## config.mk

```make
export PLATFORM = sky130hd
export DESIGN_NAME = srbh_top
export DESIGN_NICKNAME = d
export VERILOG_FILES = /design/src/common/srbh_pkg.sv /design/src/hw/srbh_sync.sv /design/src/hw/srbh_top.sv
export VERILOG_INCLUDE_DIRS = /design/src /design/src/common
export SDC_FILE = /design/constraint.sdc
export NUM_CORES = 1
export LEC_CHECK = 0
export BUFFER_PORTS_ARGS = -buffer_cell sky130_fd_sc_hd__buf_2
export CORE_ASPECT_RATIO = 0.6
export CORE_UTILIZATION = 58
export DETAILED_ROUTE_END_ITERATION = 10
export GPL_ROUTABILITY_DRIVEN = 0
export GPL_TIMING_DRIVEN = 0
export MAX_ROUTING_LAYER = met4
export PLACE_DENSITY = 0.82
export SYNTH_ARGS = -nofsm -noshare
export SYNTH_HDL_FRONTEND = slang
export SYNTH_SLANG_ARGS = --single-unit
```

## constraint.sdc

```tcl
create_clock -name pclk -period 4.78 [get_ports pclk]
set_input_delay 0.478 -clock pclk [delete_from_list [all_inputs] [get_ports pclk]]
set_output_delay 0.478 -clock pclk [all_outputs]
set_load 0.1 [all_outputs]
```

## src/common/srbh_consts.svh

```systemverilog
// Purpose: Offsets, field positions, reset values and timing figures for srbh
// Assumes: 32-bit APB, byte addresses
// Notes: Included by the package and the design files
`ifndef SRBH_CONSTS_SVH
`define SRBH_CONSTS_SVH
`define SRBH_OFF_SDCTRL 8'h00
`define SRBH_OFF_PERIOD 8'h04
`define SRBH_OFF_SPACE 8'h08
`define SRBH_OFF_GCTRL 8'h0C
`define SRBH_OFF_STATUS 8'h10
`define SRBH_REFEN_BIT 0
`define SRBH_BLOCK_BIT 0
`define SRBH_REFEN_RST 1'h1
`define SRBH_BLOCK_RST 1'h0
`define SRBH_PERIOD_W 12
`define SRBH_PERIOD_RST 12'h5DC
`define SRBH_N_CE 4
`define SRBH_MEMORY_TYPE_FIELD_W 2
`define SRBH_SPACE_RST 8'h00
`define SRBH_MEMORY_TYPE_FIELD_SDRAM 2'h3
`define SRBH_BACKLOG_W 4
`define SRBH_URGENT_LVL 4'h4
`define SRBH_ST_GRANT_BIT 0
`define SRBH_ST_URGENT_BIT 1
`define SRBH_ST_INITPRE_BIT 2
`define SRBH_ST_BACKLOG_LSB 4
`define SRBH_CLK_MHZ 50
`define SRBH_TRP_NS 20
`define SRBH_TRFC_NS 70
`endif

```

## src/common/srbh_pkg.sv

```systemverilog
// Purpose: Types shared by the srbh design files
// Assumes: srbh_consts.svh sizes the pin group
// Notes: Constants live in the header as macros
`include "srbh_consts.svh"
package srbh_pkg;
  typedef enum logic [3:0] {
    ST_IDLE, ST_PRE, ST_PRE_W, ST_REF, ST_REF_W, ST_HPRE, ST_HPRE_W, ST_HOFF, ST_HOLD
  } srbh_state_t;
  typedef struct packed {
    logic [`SRBH_N_CE-1:0] cs_n;
    logic ras_n;
    logic cas_n;
    logic we_n;
    logic a10;
  } srbh_sd_pins_t;
endpackage

```

## src/hw/srbh_sync.sv

```systemverilog
// Purpose: Multi-stage level synchronizer
// Assumes: Input is a slow level from outside the clock domain
// Notes: Only the last stage may be read by other logic
`timescale 1ns/100ps
`default_nettype none
module srbh_sync #(
  parameter int STAGES = 2,
  parameter logic RST_VAL = 1'b1
) (
  // Clock and reset
  input wire logic pclk,
  input wire logic presetn,
  // Level in and out
  input wire logic din,
  output logic dout
);
  logic [STAGES-1:0] stage_r;

  always_ff @(posedge pclk or negedge presetn) begin
    if (!presetn) begin
      stage_r <= {STAGES{RST_VAL}};
    end else begin
      stage_r <= {stage_r[STAGES-2:0], din};
    end
  end

  assign dout = stage_r[STAGES-1];
endmodule // srbh_sync
`default_nettype wire

```

## src/hw/srbh_top.sv

```systemverilog
// Purpose: SDRAM refresh scheduler and external bus hold arbiter
// Assumes: Memory clock is pclk divided by two and leaves on clock_output_pin
// Notes: Access datapath reports pending and in-flight work; this block owns the pins
//
// The APB slave port and the placing of the registers were left to the implementer.
`timescale 1ns/100ps
`default_nettype none
`include "srbh_consts.svh"
module srbh_top (
  // Clock and reset
  input wire logic pclk,
  input wire logic presetn,
  // APB slave
  input wire logic psel,
  input wire logic penable,
  input wire logic pwrite,
  input wire logic [7:0] paddr,
  input wire logic [31:0] pwdata,
  output logic [31:0] prdata,
  output logic pready,
  output logic pslverr,
  // Access datapath status
  input wire logic acc_pending,
  input wire logic acc_inflight,
  input wire logic rows_open,
  output logic refresh_stall,
  output logic page_inval,
  // SDRAM command pins
  output srbh_pkg::srbh_sd_pins_t sd_pins,
  output logic sd_oe_n,
  output logic clock_output_pin,
  // Bus hold handshake
  input wire logic ext_bus_req_n,
  output logic ext_bus_grant_n
);
  import srbh_pkg::*;

  localparam int TRP_CYC = (`SRBH_TRP_NS * `SRBH_CLK_MHZ + 999) / 1000;
  localparam int TRFC_CYC = (`SRBH_TRFC_NS * `SRBH_CLK_MHZ + 999) / 1000;
  localparam int TRP_MAX = TRP_CYC + 2;
  localparam int TRFC_MAX = TRFC_CYC + 2;
  localparam logic [3:0] TRP_W = 4'(TRP_CYC - 1);
  localparam logic [3:0] TRFC_W = 4'(TRFC_CYC - 1);
  localparam int BW = `SRBH_BACKLOG_W;

  function automatic logic [`SRBH_N_CE-1:0] sdram_mask(
    input logic [`SRBH_N_CE*`SRBH_MEMORY_TYPE_FIELD_W-1:0] types
  );
    logic [`SRBH_N_CE-1:0] m;
    m = '0;
    for (int i = 0; i < `SRBH_N_CE; i++) begin
      m[i] = (types[i*`SRBH_MEMORY_TYPE_FIELD_W +: `SRBH_MEMORY_TYPE_FIELD_W] == `SRBH_MEMORY_TYPE_FIELD_SDRAM);
    end
    return m;
  endfunction

  srbh_state_t state_r, state_nxt;
  logic refen_r;
  logic block_r;
  logic [`SRBH_PERIOD_W-1:0] period_r;
  logic [`SRBH_N_CE*`SRBH_MEMORY_TYPE_FIELD_W-1:0] space_r;
  logic [31:0] prdata_r;
  logic clock_output_pin_r;
  logic prime_r;
  logic [`SRBH_PERIOD_W-1:0] tick_cnt_r;
  logic [BW-1:0] backlog_r;
  logic urgent_r;
  logic ref_run_r;
  logic init_pre_r;
  logic [3:0] wait_r;
  srbh_sd_pins_t pins_r;
  logic oe_n_r;
  logic grant_n_r;
  logic page_inval_r;
  logic req_n_sync;
  logic hold_want;
  logic interval_done;
  logic ref_done;
  logic [`SRBH_N_CE-1:0] sd_mask;
  logic wr_en;
  logic addr_ok;

  // APB: zero wait states, read data latched in the setup cycle
  assign wr_en = psel & penable & pwrite;
  assign addr_ok = (paddr == `SRBH_OFF_SDCTRL) || (paddr == `SRBH_OFF_PERIOD) ||
                   (paddr == `SRBH_OFF_SPACE) || (paddr == `SRBH_OFF_GCTRL) ||
                   (paddr == `SRBH_OFF_STATUS);
  assign pready = 1'b1;
  assign pslverr = psel & penable & ~addr_ok;
  assign prdata = prdata_r;

  always_ff @(posedge pclk or negedge presetn) begin
    if (!presetn) begin
      refen_r <= `SRBH_REFEN_RST;
      period_r <= `SRBH_PERIOD_RST;
      space_r <= `SRBH_SPACE_RST;
      block_r <= `SRBH_BLOCK_RST;
    end else if (wr_en) begin
      case (paddr)
        `SRBH_OFF_SDCTRL: refen_r <= pwdata[`SRBH_REFEN_BIT];
        `SRBH_OFF_PERIOD: period_r <= pwdata[`SRBH_PERIOD_W-1:0];
        `SRBH_OFF_SPACE: space_r <= pwdata[`SRBH_N_CE*`SRBH_MEMORY_TYPE_FIELD_W-1:0];
        `SRBH_OFF_GCTRL: block_r <= pwdata[`SRBH_BLOCK_BIT];
        default: ;
      endcase
    end
  end

  always_ff @(posedge pclk or negedge presetn) begin
    if (!presetn) begin
      prdata_r <= 32'h0000_0000;
    end else if (psel && !penable && !pwrite) begin
      prdata_r <= 32'h0000_0000;
      case (paddr)
        `SRBH_OFF_SDCTRL: prdata_r[`SRBH_REFEN_BIT] <= refen_r;
        `SRBH_OFF_PERIOD: prdata_r[`SRBH_PERIOD_W-1:0] <= period_r;
        `SRBH_OFF_SPACE: prdata_r[`SRBH_N_CE*`SRBH_MEMORY_TYPE_FIELD_W-1:0] <= space_r;
        `SRBH_OFF_GCTRL: prdata_r[`SRBH_BLOCK_BIT] <= block_r;
        `SRBH_OFF_STATUS: begin
          prdata_r[`SRBH_ST_GRANT_BIT] <= ~grant_n_r;
          prdata_r[`SRBH_ST_URGENT_BIT] <= urgent_r;
          prdata_r[`SRBH_ST_INITPRE_BIT] <= init_pre_r;
          prdata_r[`SRBH_ST_BACKLOG_LSB +: BW] <= backlog_r;
        end
        default: ;
      endcase
    end
  end

  // Bus request crossing; the first stage stays private to the synchronizer
  srbh_sync #(.STAGES(2), .RST_VAL(1'b1)) u_req_sync (
    .pclk(pclk),
    .presetn(presetn),
    .din(ext_bus_req_n),
    .dout(req_n_sync)
  );

  assign hold_want = ~req_n_sync & ~block_r;

  // Half-rate memory clock, never stopped; prime_r waits out the request sync after reset
  always_ff @(posedge pclk or negedge presetn) begin
    if (!presetn) begin
      clock_output_pin_r <= 1'b0;
      prime_r <= 1'b0;
    end else begin
      clock_output_pin_r <= ~clock_output_pin_r;
      prime_r <= prime_r | clock_output_pin_r;
    end
  end
  assign clock_output_pin = clock_output_pin_r;

  // Interval timer advances once per memory-clock cycle
  assign interval_done = clock_output_pin_r && (tick_cnt_r >= period_r);
  always_ff @(posedge pclk or negedge presetn) begin
    if (!presetn) begin
      tick_cnt_r <= '0;
    end else if (interval_done) begin
      tick_cnt_r <= '0;
    end else if (clock_output_pin_r) begin
      tick_cnt_r <= tick_cnt_r + 1'b1;
    end
  end

  // Backlog of intervals with no refresh; a done refresh and a new interval cancel out
  assign ref_done = (state_r == ST_REF_W) && (wait_r == 4'h0);
  always_ff @(posedge pclk or negedge presetn) begin
    if (!presetn) begin
      backlog_r <= '0;
    end else if (!refen_r) begin
      backlog_r <= '0;
    end else if (interval_done && !ref_done && backlog_r != {BW{1'b1}}) begin
      backlog_r <= backlog_r + 1'b1;
    end else if (ref_done && !interval_done && backlog_r != '0) begin
      backlog_r <= backlog_r - 1'b1;
    end
  end

  always_ff @(posedge pclk or negedge presetn) begin
    if (!presetn) begin
      urgent_r <= 1'b0;
    end else begin
      urgent_r <= refen_r && (backlog_r >= `SRBH_URGENT_LVL);
    end
  end

  // Stall the datapath only while urgent, so trickle refresh never costs bandwidth
  assign refresh_stall = urgent_r;
  assign sd_mask = sdram_mask(space_r);

  always_comb begin
    state_nxt = state_r;
    case (state_r)
      ST_IDLE: begin
        if (hold_want && !acc_inflight) begin
          state_nxt = rows_open ? ST_HPRE : ST_HOFF;
        end else if (init_pre_r && !hold_want && prime_r) begin
          state_nxt = ST_PRE;
        end else if (refen_r && backlog_r != '0 && sd_mask != '0 && !acc_inflight &&
                     ((urgent_r && backlog_r >= `SRBH_URGENT_LVL) || !acc_pending)) begin
          state_nxt = ST_PRE;
        end
      end
      ST_PRE: state_nxt = ST_PRE_W;
      ST_PRE_W: begin
        if (wait_r == 4'h0) begin
          state_nxt = ref_run_r ? ST_REF : ST_IDLE;
        end
      end
      ST_REF: state_nxt = ST_REF_W;
      ST_REF_W: begin
        if (wait_r == 4'h0) begin
          state_nxt = ST_IDLE;
        end
      end
      ST_HPRE: state_nxt = ST_HPRE_W;
      ST_HPRE_W: begin
        if (wait_r == 4'h0) begin
          state_nxt = ST_HOFF;
        end
      end
      ST_HOFF: state_nxt = hold_want ? ST_HOLD : ST_IDLE;
      ST_HOLD: begin
        if (!hold_want) begin
          state_nxt = ST_IDLE;
        end
      end
      default: state_nxt = ST_IDLE;
    endcase
  end

  always_ff @(posedge pclk or negedge presetn) begin
    if (!presetn) begin
      state_r <= ST_IDLE;
    end else begin
      state_r <= state_nxt;
    end
  end

  // Marks whether the current precharge belongs to a refresh or to the reset sweep
  always_ff @(posedge pclk or negedge presetn) begin
    if (!presetn) begin
      ref_run_r <= 1'b0;
      init_pre_r <= 1'b1;
    end else if (state_r == ST_IDLE && state_nxt == ST_PRE) begin
      ref_run_r <= ~init_pre_r;
      init_pre_r <= 1'b0;
    end
  end

  always_ff @(posedge pclk or negedge presetn) begin
    if (!presetn) begin
      wait_r <= 4'h0;
    end else if (state_r == ST_PRE || state_r == ST_HPRE) begin
      wait_r <= TRP_W;
    end else if (state_r == ST_REF) begin
      wait_r <= TRFC_W;
    end else if (wait_r != 4'h0) begin
      wait_r <= wait_r - 4'h1;
    end
  end

  // Command pins are registered; all SDRAM spaces see the command together
  always_ff @(posedge pclk or negedge presetn) begin
    if (!presetn) begin
      pins_r <= '{cs_n: '1, ras_n: 1'b1, cas_n: 1'b1, we_n: 1'b1, a10: 1'b0};
    end else begin
      pins_r <= '{cs_n: '1, ras_n: 1'b1, cas_n: 1'b1, we_n: 1'b1, a10: 1'b0};
      if (state_r == ST_PRE || state_r == ST_HPRE) begin
        pins_r <= '{cs_n: ~sd_mask, ras_n: 1'b0, cas_n: 1'b1, we_n: 1'b0, a10: 1'b1};
      end else if (state_r == ST_REF) begin
        pins_r <= '{cs_n: ~sd_mask, ras_n: 1'b0, cas_n: 1'b0, we_n: 1'b1, a10: 1'b0};
      end
    end
  end
  assign sd_pins = pins_r;

  always_ff @(posedge pclk or negedge presetn) begin
    if (!presetn) begin
      page_inval_r <= 1'b0;
    end else begin
      page_inval_r <= (state_r == ST_PRE) || (state_r == ST_HPRE) || ref_done;
    end
  end
  assign page_inval = page_inval_r;

  // Outputs go off one cycle before the grant can show
  always_ff @(posedge pclk or negedge presetn) begin
    if (!presetn) begin
      oe_n_r <= 1'b0;
      grant_n_r <= 1'b1;
    end else begin
      oe_n_r <= (state_nxt == ST_HOFF) || (state_nxt == ST_HOLD);
      grant_n_r <= ~((state_nxt == ST_HOLD) && oe_n_r);
    end
  end
  assign sd_oe_n = oe_n_r;
  assign ext_bus_grant_n = grant_n_r;

  a_ref_needs_enable: assert property (@(posedge pclk) disable iff (!presetn)
    (state_r == ST_IDLE && state_nxt == ST_PRE && !init_pre_r) |-> refen_r)
    else $error("refresh started while refresh disabled");

  a_pre_then_ref: assert property (@(posedge pclk) disable iff (!presetn)
    (!pins_r.ras_n && !pins_r.cas_n) |-> $past(!pins_r.ras_n && pins_r.cas_n, TRP_CYC + 1))
    else $error("refresh not preceded by precharge-all");

  a_ref_follows_pre: assert property (@(posedge pclk) disable iff (!presetn)
    (state_r == ST_PRE && ref_run_r) |-> ##[1:TRP_MAX] (state_r == ST_REF))
    else $error("refresh did not follow its precharge");

  a_cmd_sdram_only: assert property (@(posedge pclk) disable iff (!presetn)
    !pins_r.ras_n |-> (pins_r.cs_n == ~$past(sd_mask)))
    else $error("command sent to a non-SDRAM space");

  a_page_inval_ref: assert property (@(posedge pclk) disable iff (!presetn)
    (state_r == ST_REF) |-> ##[1:TRFC_MAX] page_inval_r)
    else $error("page state not invalidated after refresh");

  a_trickle_idle: assert property (@(posedge pclk) disable iff (!presetn)
    (state_r == ST_IDLE && state_nxt == ST_PRE && !urgent_r && !init_pre_r) |-> !acc_pending)
    else $error("trickle refresh began with access pending");

  a_urgent_stall: assert property (@(posedge pclk) disable iff (!presetn)
    (refen_r && $past(backlog_r) >= `SRBH_URGENT_LVL) |-> refresh_stall)
    else $error("urgent backlog without raised priority");

  a_grant_after_off: assert property (@(posedge pclk) disable iff (!presetn)
    $fell(grant_n_r) |-> (oe_n_r && $past(oe_n_r)))
    else $error("grant given before outputs were off");

  a_off_while_held: assert property (@(posedge pclk) disable iff (!presetn)
    !grant_n_r |-> (oe_n_r && clock_output_pin != $past(clock_output_pin)))
    else $error("outputs driven or clock stopped while granted");

  a_block_no_grant: assert property (@(posedge pclk) disable iff (!presetn)
    (block_r && grant_n_r) |=> grant_n_r)
    else $error("bus granted while requests are blocked");

  a_grant_release: assert property (@(posedge pclk) disable iff (!presetn)
    (!grant_n_r && req_n_sync) |=> (grant_n_r && !oe_n_r))
    else $error("grant kept after request withdrawn");

  a_init_pre_defer: assert property (@(posedge pclk) disable iff (!presetn)
    (init_pre_r && hold_want) |=> (state_r != ST_PRE))
    else $error("reset precharge issued during bus request");
endmodule // srbh_top
`default_nettype wire
```

Yosys cells after proc, flatten, opt, wreduce, memory -nomap -nowiden
Cells that the tools add are included.
{"block": "op_classes", "n_addsub": 4, "magnitude_cmp": 2, "eq_ne": 21, "mux": 26, "bitwise": 13, "n_reduce_logical": 46}
{"cell": "$mux 4", "n": 15}
{"cell": "$pmux 4 s9", "n": 1}
{"cell": "$mux 12", "n": 2}
{"cell": "$eq 4x3->1 const B", "n": 5}
{"cell": "$logic_and 1x1->1", "n": 19}
{"cell": "$eq 8x4->1 const B", "n": 2}
{"cell": "$mux 8", "n": 2}
{"cell": "$add 12x1->12 const B", "n": 1}
{"cell": "$ge 12x12->1", "n": 1}
{"cell": "$pmux 4 s3", "n": 1}
{"cell": "$reduce_bool 4->1", "n": 3}
{"cell": "$eq 2x2->1 const B", "n": 4}
{"cell": "$eq 4x1->1 const B", "n": 2}
{"cell": "$eq 4x2->1 const B", "n": 2}
{"cell": "$eq 4x4->1 const B", "n": 2}
{"cell": "$eq 8x3->1 const B", "n": 1}
{"cell": "$eq 8x5->1 const B", "n": 1}
{"cell": "$logic_not 4->1", "n": 2}
{"cell": "$logic_not 8->1", "n": 1}
{"cell": "$logic_or 1x1->1", "n": 8}
{"cell": "$reduce_and 2->1", "n": 4}
{"cell": "$sub 4x1->4 const B", "n": 2}
{"cell": "$logic_not 1->1", "n": 7}
{"cell": "$not 1->1", "n": 7}
{"cell": "13 further kinds", "n": 17}
{"block": "totals", "ff_bits": 76, "input_bits": 49, "output_inout_bits": 47, "wordCells": 135}

Depth between registers and ports, before layout
{"block": "logic_depth", "word_depth": 12, "depth_mapped": 14, "mapped_depth_nobuf": 13}

Modules after synthesis
Synthesis repeated with hierarchy kept, for this count alone.
{"block": "hier_totals", "cells_unflattened": 380, "hier_area_um2": 4030.1}
{"module": "srbh_top", "instances": 1, "cells_per_inst": 378, "area_each_um2": 3977.6, "seq_area_each_um2": 1873.0}
{"module": "srbh_sync", "instances": 1, "cells_per_inst": 2, "area_each_um2": 52.6, "seq_area_each_um2": 52.6}

Worst setup path after synthesis
Ideal clock, no wire load.
{"block": "synth_path", "path_kind": "flip-flop to flip-flop", "from": "register clock_output_pin_r, in the netlist clock_output_pin", "to": "register backlog_r[3]", "t_arrival_ns": 2.888, "required_ns": 4.701, "setup_slack_ns": 1.813, "path_stages_with_launch": 13, "n_path_buf": 2, "synth_period_minus_slack_ns": 2.967, "path_cell_list": "dfrtp_1 clkbuf_1 inv_1 nor3_1 a22o_1 buf_2 nand2b_1 ha_1 a21o_1 a21oi_1 nor2_1 mux2i_1 mux2i_1"}
{"block": "synth_via", "elab_chain_cells": 5, "elab_cells_between_ends": 9, "cone_classes": "eq/ne (1); mux (2); reduce/logical (6)"}
{"item": "start, declared", "line_no": "srbh_top.sv:63", "rtl": "logic clock_output_pin_r;"}
{"item": "start signal, assigned", "line_no": "srbh_top.sv:146", "rtl": "clock_output_pin_r <= ~clock_output_pin_r;"}
{"item": "$logic_and 1x1->1 *", "line_no": "srbh_top.sv:153", "rtl": "assign interval_done = clock_output_pin_r && (tick_cnt_r >= period_r);"}
{"item": "$logic_not 1->1 / $logic_and 1x1->1 (equally long branches)", "line_no": "srbh_top.sv:173, srbh_top.sv:171"}
{"item": "$logic_and 1x1->1 (on tied branches)", "line_no": "srbh_top.sv:173, srbh_top.sv:171"}
{"item": "$logic_and 1x1->1 / $mux 4 (equally long branches)", "line_no": "srbh_top.sv:173, srbh_top.sv:171"}
{"item": "$ne 3x1->1 (no line) / $mux 4 (equally long branches)"}
{"item": "end signal, assigned", "line_no": "srbh_top.sv:172", "rtl": "backlog_r <= backlog_r + 1'b1;"}
{"item": "end signal, assigned", "line_no": "srbh_top.sv:174", "rtl": "backlog_r <= backlog_r - 1'b1;"}
{"item": "end, declared", "line_no": "srbh_top.sv:66", "rtl": "logic [BW-1:0] backlog_r;"}
Every way passes the cells marked *; elsewhere a longest branch is shown, timed or not.
A chain may end at the register's enable or synchronous reset.

Final worst setup path
{"block": "layout_path", "from": "register period_r[7]", "to": "register backlog_r[3]"}
{"block": "layout_via", "elab_chain_cells": 6, "elab_cells_between_ends": 10, "cone_classes": "order compare (1); eq/ne (1); mux (2); reduce/logical (6)"}
{"item": "start, declared", "line_no": "srbh_top.sv:60", "rtl": "logic [`SRBH_PERIOD_W-1:0] period_r;"}
{"item": "start signal, assigned", "line_no": "srbh_top.sv:95", "rtl": "period_r <= `SRBH_PERIOD_RST;"}
{"item": "start signal, assigned", "line_no": "srbh_top.sv:101", "rtl": "`SRBH_OFF_PERIOD: period_r <= pwdata[`SRBH_PERIOD_W-1:0];"}
{"item": "$ge 12x12->1 *", "line_no": "srbh_top.sv:153"}
{"item": "$logic_and 1x1->1 *", "line_no": "srbh_top.sv:153"}
{"item": "$logic_not 1->1 / $logic_and 1x1->1 (equally long branches)", "line_no": "srbh_top.sv:173, srbh_top.sv:171"}
{"item": "$logic_and 1x1->1 (on tied branches)", "line_no": "srbh_top.sv:173, srbh_top.sv:171"}
{"item": "$logic_and 1x1->1 / $mux 4 (equally long branches)", "line_no": "srbh_top.sv:173, srbh_top.sv:171"}
{"item": "$ne 3x1->1 (no line) / $mux 4 (equally long branches)"}
Marks and branches as above.

==> results.md <==
- Run status: complete, no violations
- Final Hold Vio Count: 0
- Seq cells post-synth: 76
- CP max FO: 10
- Xor/xnor cell area share of the yosys netlist: 2.61%
- Cts repair resizes: 0
- CP required: 5.00 ns
- Pwr dens: 395 mW/mm^2
- R2R Path Start: period_r[7]
- Hpwl dp: 6930 um
- RSZ-0062 raised after global routing: no
- N_diodes: 0
- Fin worst setup slack: 1.52 ns
- Yosys Warn Count: 0
- Place WS: 1.58 ns
- Max stage delay cell, worst path: dfstp_2
- Skew final: 0.00602 ns
- Final setup fails: 0
- Top cells by area, synth: dfrtp_1 35%, dfstp_2 12%, ha_1 5.3%, buf_4 3.9%, mux2_2 3.9%
- CTS tree: done
- Number of vias per cell: 5.59
- Die W: 110 um
- Synth Cell Area: 0.00403 mm^2
- Top delay family on crit path: compound AO/OA/AOI/OAI gates
- R2r endpoint: backlog_r[3]
- Relative slew slack: 62.3%
- Vias: 3,089
- Clk sinks: 76
- DRC: 0
- Slew Limit Fails: 0
- Area grow syn2layout: 19.0%
- Die area: 0.00730 mm^2
- Reg2reg setup slack: 1.52 ns
- WL final: 9110 um
- Post-Syn Instances: 377
- Worst-path clk slew: 0.06 ns
- Lkg Pwr: 2.34 nW
- Initial Util: 60.1%
- Core Region: 0.00671 mm^2
- Startpoint type of the worst setup path: flip-flop
- # rows: 23
- Register area share after synthesis: 47.8%
- First-pass GRT wire length: 14,400 um
- Yosys top cell area share: 35.4%
- Worst Reg2Reg Path Length in Cells: 13
- Kind of critical path: flip-flop to flip-flop
- Post-CTS Setup Repair Bufs: 0
- Cts-stage hold buffer count: 0
- Tcrit/Tclk final: 68.1%
- CTS Buffer Depth: 2
- Synthesized area per cell: 10.7 um^2
- Total I/O pin count: 96
- Async SR Flop Fraction: 100%
- Initial antenna violation count: 0
- Worst-path cell chain: inv_1 > ha_1 > nand2_1 > o21a_1 > o221ai_1 > a22o_1 > buf_2 > nand2b_1 > ha_1 > a21o_1 > a211oi_1 > mux2i_1 > mux2i_1
- Max-cap viol count: 0
- Post-Synth Simple-Gate Area: 14.7%
- HP Class: primary input to async pin
- Synth area leader: dfrtp_1
- Initial drt markers: 269
- Compound-Gate Fraction of Synth Area: 12.4%
- Clk_lat worst skew: 0.34 ns
- Setup TNS: 0 ns
- Vias in the first global route: 2,860
- Layout Nets: 528
- Most used flip-flop cell after synthesis: dfrtp_1
- Number of synthesized flops with an enable pin: 0
- Adder-cell share of the synthesized area: 5.77%
- Largest net degree at the start of global routing: 52
- Max incr delay on CP: 0.56 ns
- Tmin final: 3.26 ns
- Multiplexer area fraction after synthesis: 9.37%
- VDD IR-drop max: 0.000406 V
- Share of layout cells above drive strength 1: 31.3%
- DR pass1 iterations: 5
- WL per Instance: 16.5 um
- Post-DRT Antenna Nets: 0
- CTS Buf Count: 9
- Global Route Usage Sum: 28.1%
- Die Span Y: 66.6 um
- I/O Buffers: 53
- Worst Path Buf+Inv: 2
- CP Capture Type: flip-flop
- WP data arrival: 3.48 ns
- Root Driver: clkbuf_16
- Grt ovf: 0
- Util after Layout: 71.5%
- FMAX: 307 MHz
- Largest family of logic cells by synthesized area: simple AND/OR/NAND/NOR gates
- H-tree depth: 3
- Unique masters post-synth: 55
- Worst slew pin tran: 0.560 ns
## worst reg2reg max path: stages (launching register included)
cell and delay, ns:
dfstp_2 0.56, inv_1 0.05, ha_1 0.32, nand2_1 0.06, o21a_1 0.19, o221ai_1 0.32, a22o_1 0.21, buf_2 0.25
nand2b_1 0.15, ha_1 0.30, a21o_1 0.21, a211oi_1 0.27, mux2i_1 0.13, mux2i_1 0.13
## layer usage
layer  up-vias  GRT usage (%)  part of all wire (%)
met5         -              -                     0
met1      1499           37.7                    48
met4         0           7.50                  0.88
met2       118           40.9                    44
met3         9           9.59                   7.2
li1       1463              -                     -
## cells by family (layout without fill, tap and decap cells)
group	Yosys count	in the layout
fa+ha+maj	18	18
mux	31	31
simple gates	112	112
xor+xnor	12	12
buf+inv	54	124
other cells	2	21
flops	76	76
compound gates	72	72
## flip-flops by register name, indices dropped and copies added, names as in the netlist, 2 cells and up
name	flops
space_r	8
u_req_sync.stage_r	2
backlog_r	4
period_r	12
tick_cnt_r	12
wait_r	4
sd_pins	8
state_r	4
prdata	12
## where the power goes
| part | leakage [nW] | switching (mW) | internal (mW) |
|---|---|---|---|
| clock | 0.134 | 0.268 | 0.379 |
| sequential | 0.964 | 0.0340 | 0.701 |
| combinational | 1.24 | 0.369 | 0.145 |
## worst max-delay path by stage
stage	start	endpoint	slack, ns	cells after the start
3_3_place_gp	period_r[7]	backlog_r[3]	1.74	14
5_1_grt	period_r[6]	backlog_r[3]	1.42	13
4_1_cts	period_r[6]	backlog_r[3]	1.56	13
2_1_floorplan	clock_output_pin	backlog_r[3]	1.81	12
6_report	period_r[7]	backlog_r[3]	1.52	13
3_5_place_dp	period_r[7]	backlog_r[3]	1.58	13
## through the flow
stage	hold WS, ns	total power, mW	area (um^2)	cells
finish	0.0409	1.90	4800	553
global route	0.0543	1.99	4800	553
CTS	0.0451	1.90	4800	553
detailed placement	0.351	1.25	4510	537
global placement	0.348	1.23	4480	536
floorplan	0.182	1.15	4100	396
## Yosys cell counts (2+ instances only)
library cell and instances:
a211oi_1 3, a21o_1 3, a21oi_1 10, a22o_1 14, a22oi_1 12, and2_1 3
and3_1 5, buf_4 21, clkbuf_1 10, conb_1 2, dfrtp_1 57, dfstp_2 19
ha_1 17, inv_1 21, mux2_2 14, mux2_4 10, mux2i_1 7, nand2_1 29
nand2b_1 5, nand3_1 7, nand4_1 5, nor2_1 22, nor2b_1 7, nor3_1 8
nor3b_1 4, nor4_1 2, nor4b_1 2, o21a_1 2, o21ai_0 17, o31ai_1 2
or3_1 2, or3b_2 2, xnor2_1 8, xor2_1 4
## layout make-up
type | instances | area (um^2)
plain buffers | 33 | 211
clock buffers | 11 | 253
clock inverters | 5 | 36.3
fillers | 488 | 1910
inverters | 21 | 78.8
multi-input cells | 266 | 1890
flip-flops and latches | 76 | 1930
well taps | 87 | 109
repair buffers | 54 | 295
## placed cells by master, fill, tap and decap left out, drive strengths merged, types with 4 or more instances in the layout
| cell | n |
|---|---|
| nor2b | 7 |
| dfstp | 19 |
| a22o | 14 |
| nor2 | 23 |
| a21oi | 10 |
| nor3b | 4 |
| nand2 | 31 |
| nand3 | 7 |
| xor2 | 4 |
| clkbuf | 21 |
| dfrtp | 57 |
| o21ai | 17 |
| inv | 21 |
| a22oi | 12 |
| and3 | 5 |
| conb | 21 |
| nor3 | 8 |
| buf | 77 |
| nand2b | 5 |
| mux2 | 24 |
| xnor2 | 8 |
| ha | 17 |
| nand4 | 5 |
| mux2i | 7 |
Power figures use the tool's default switching activity.
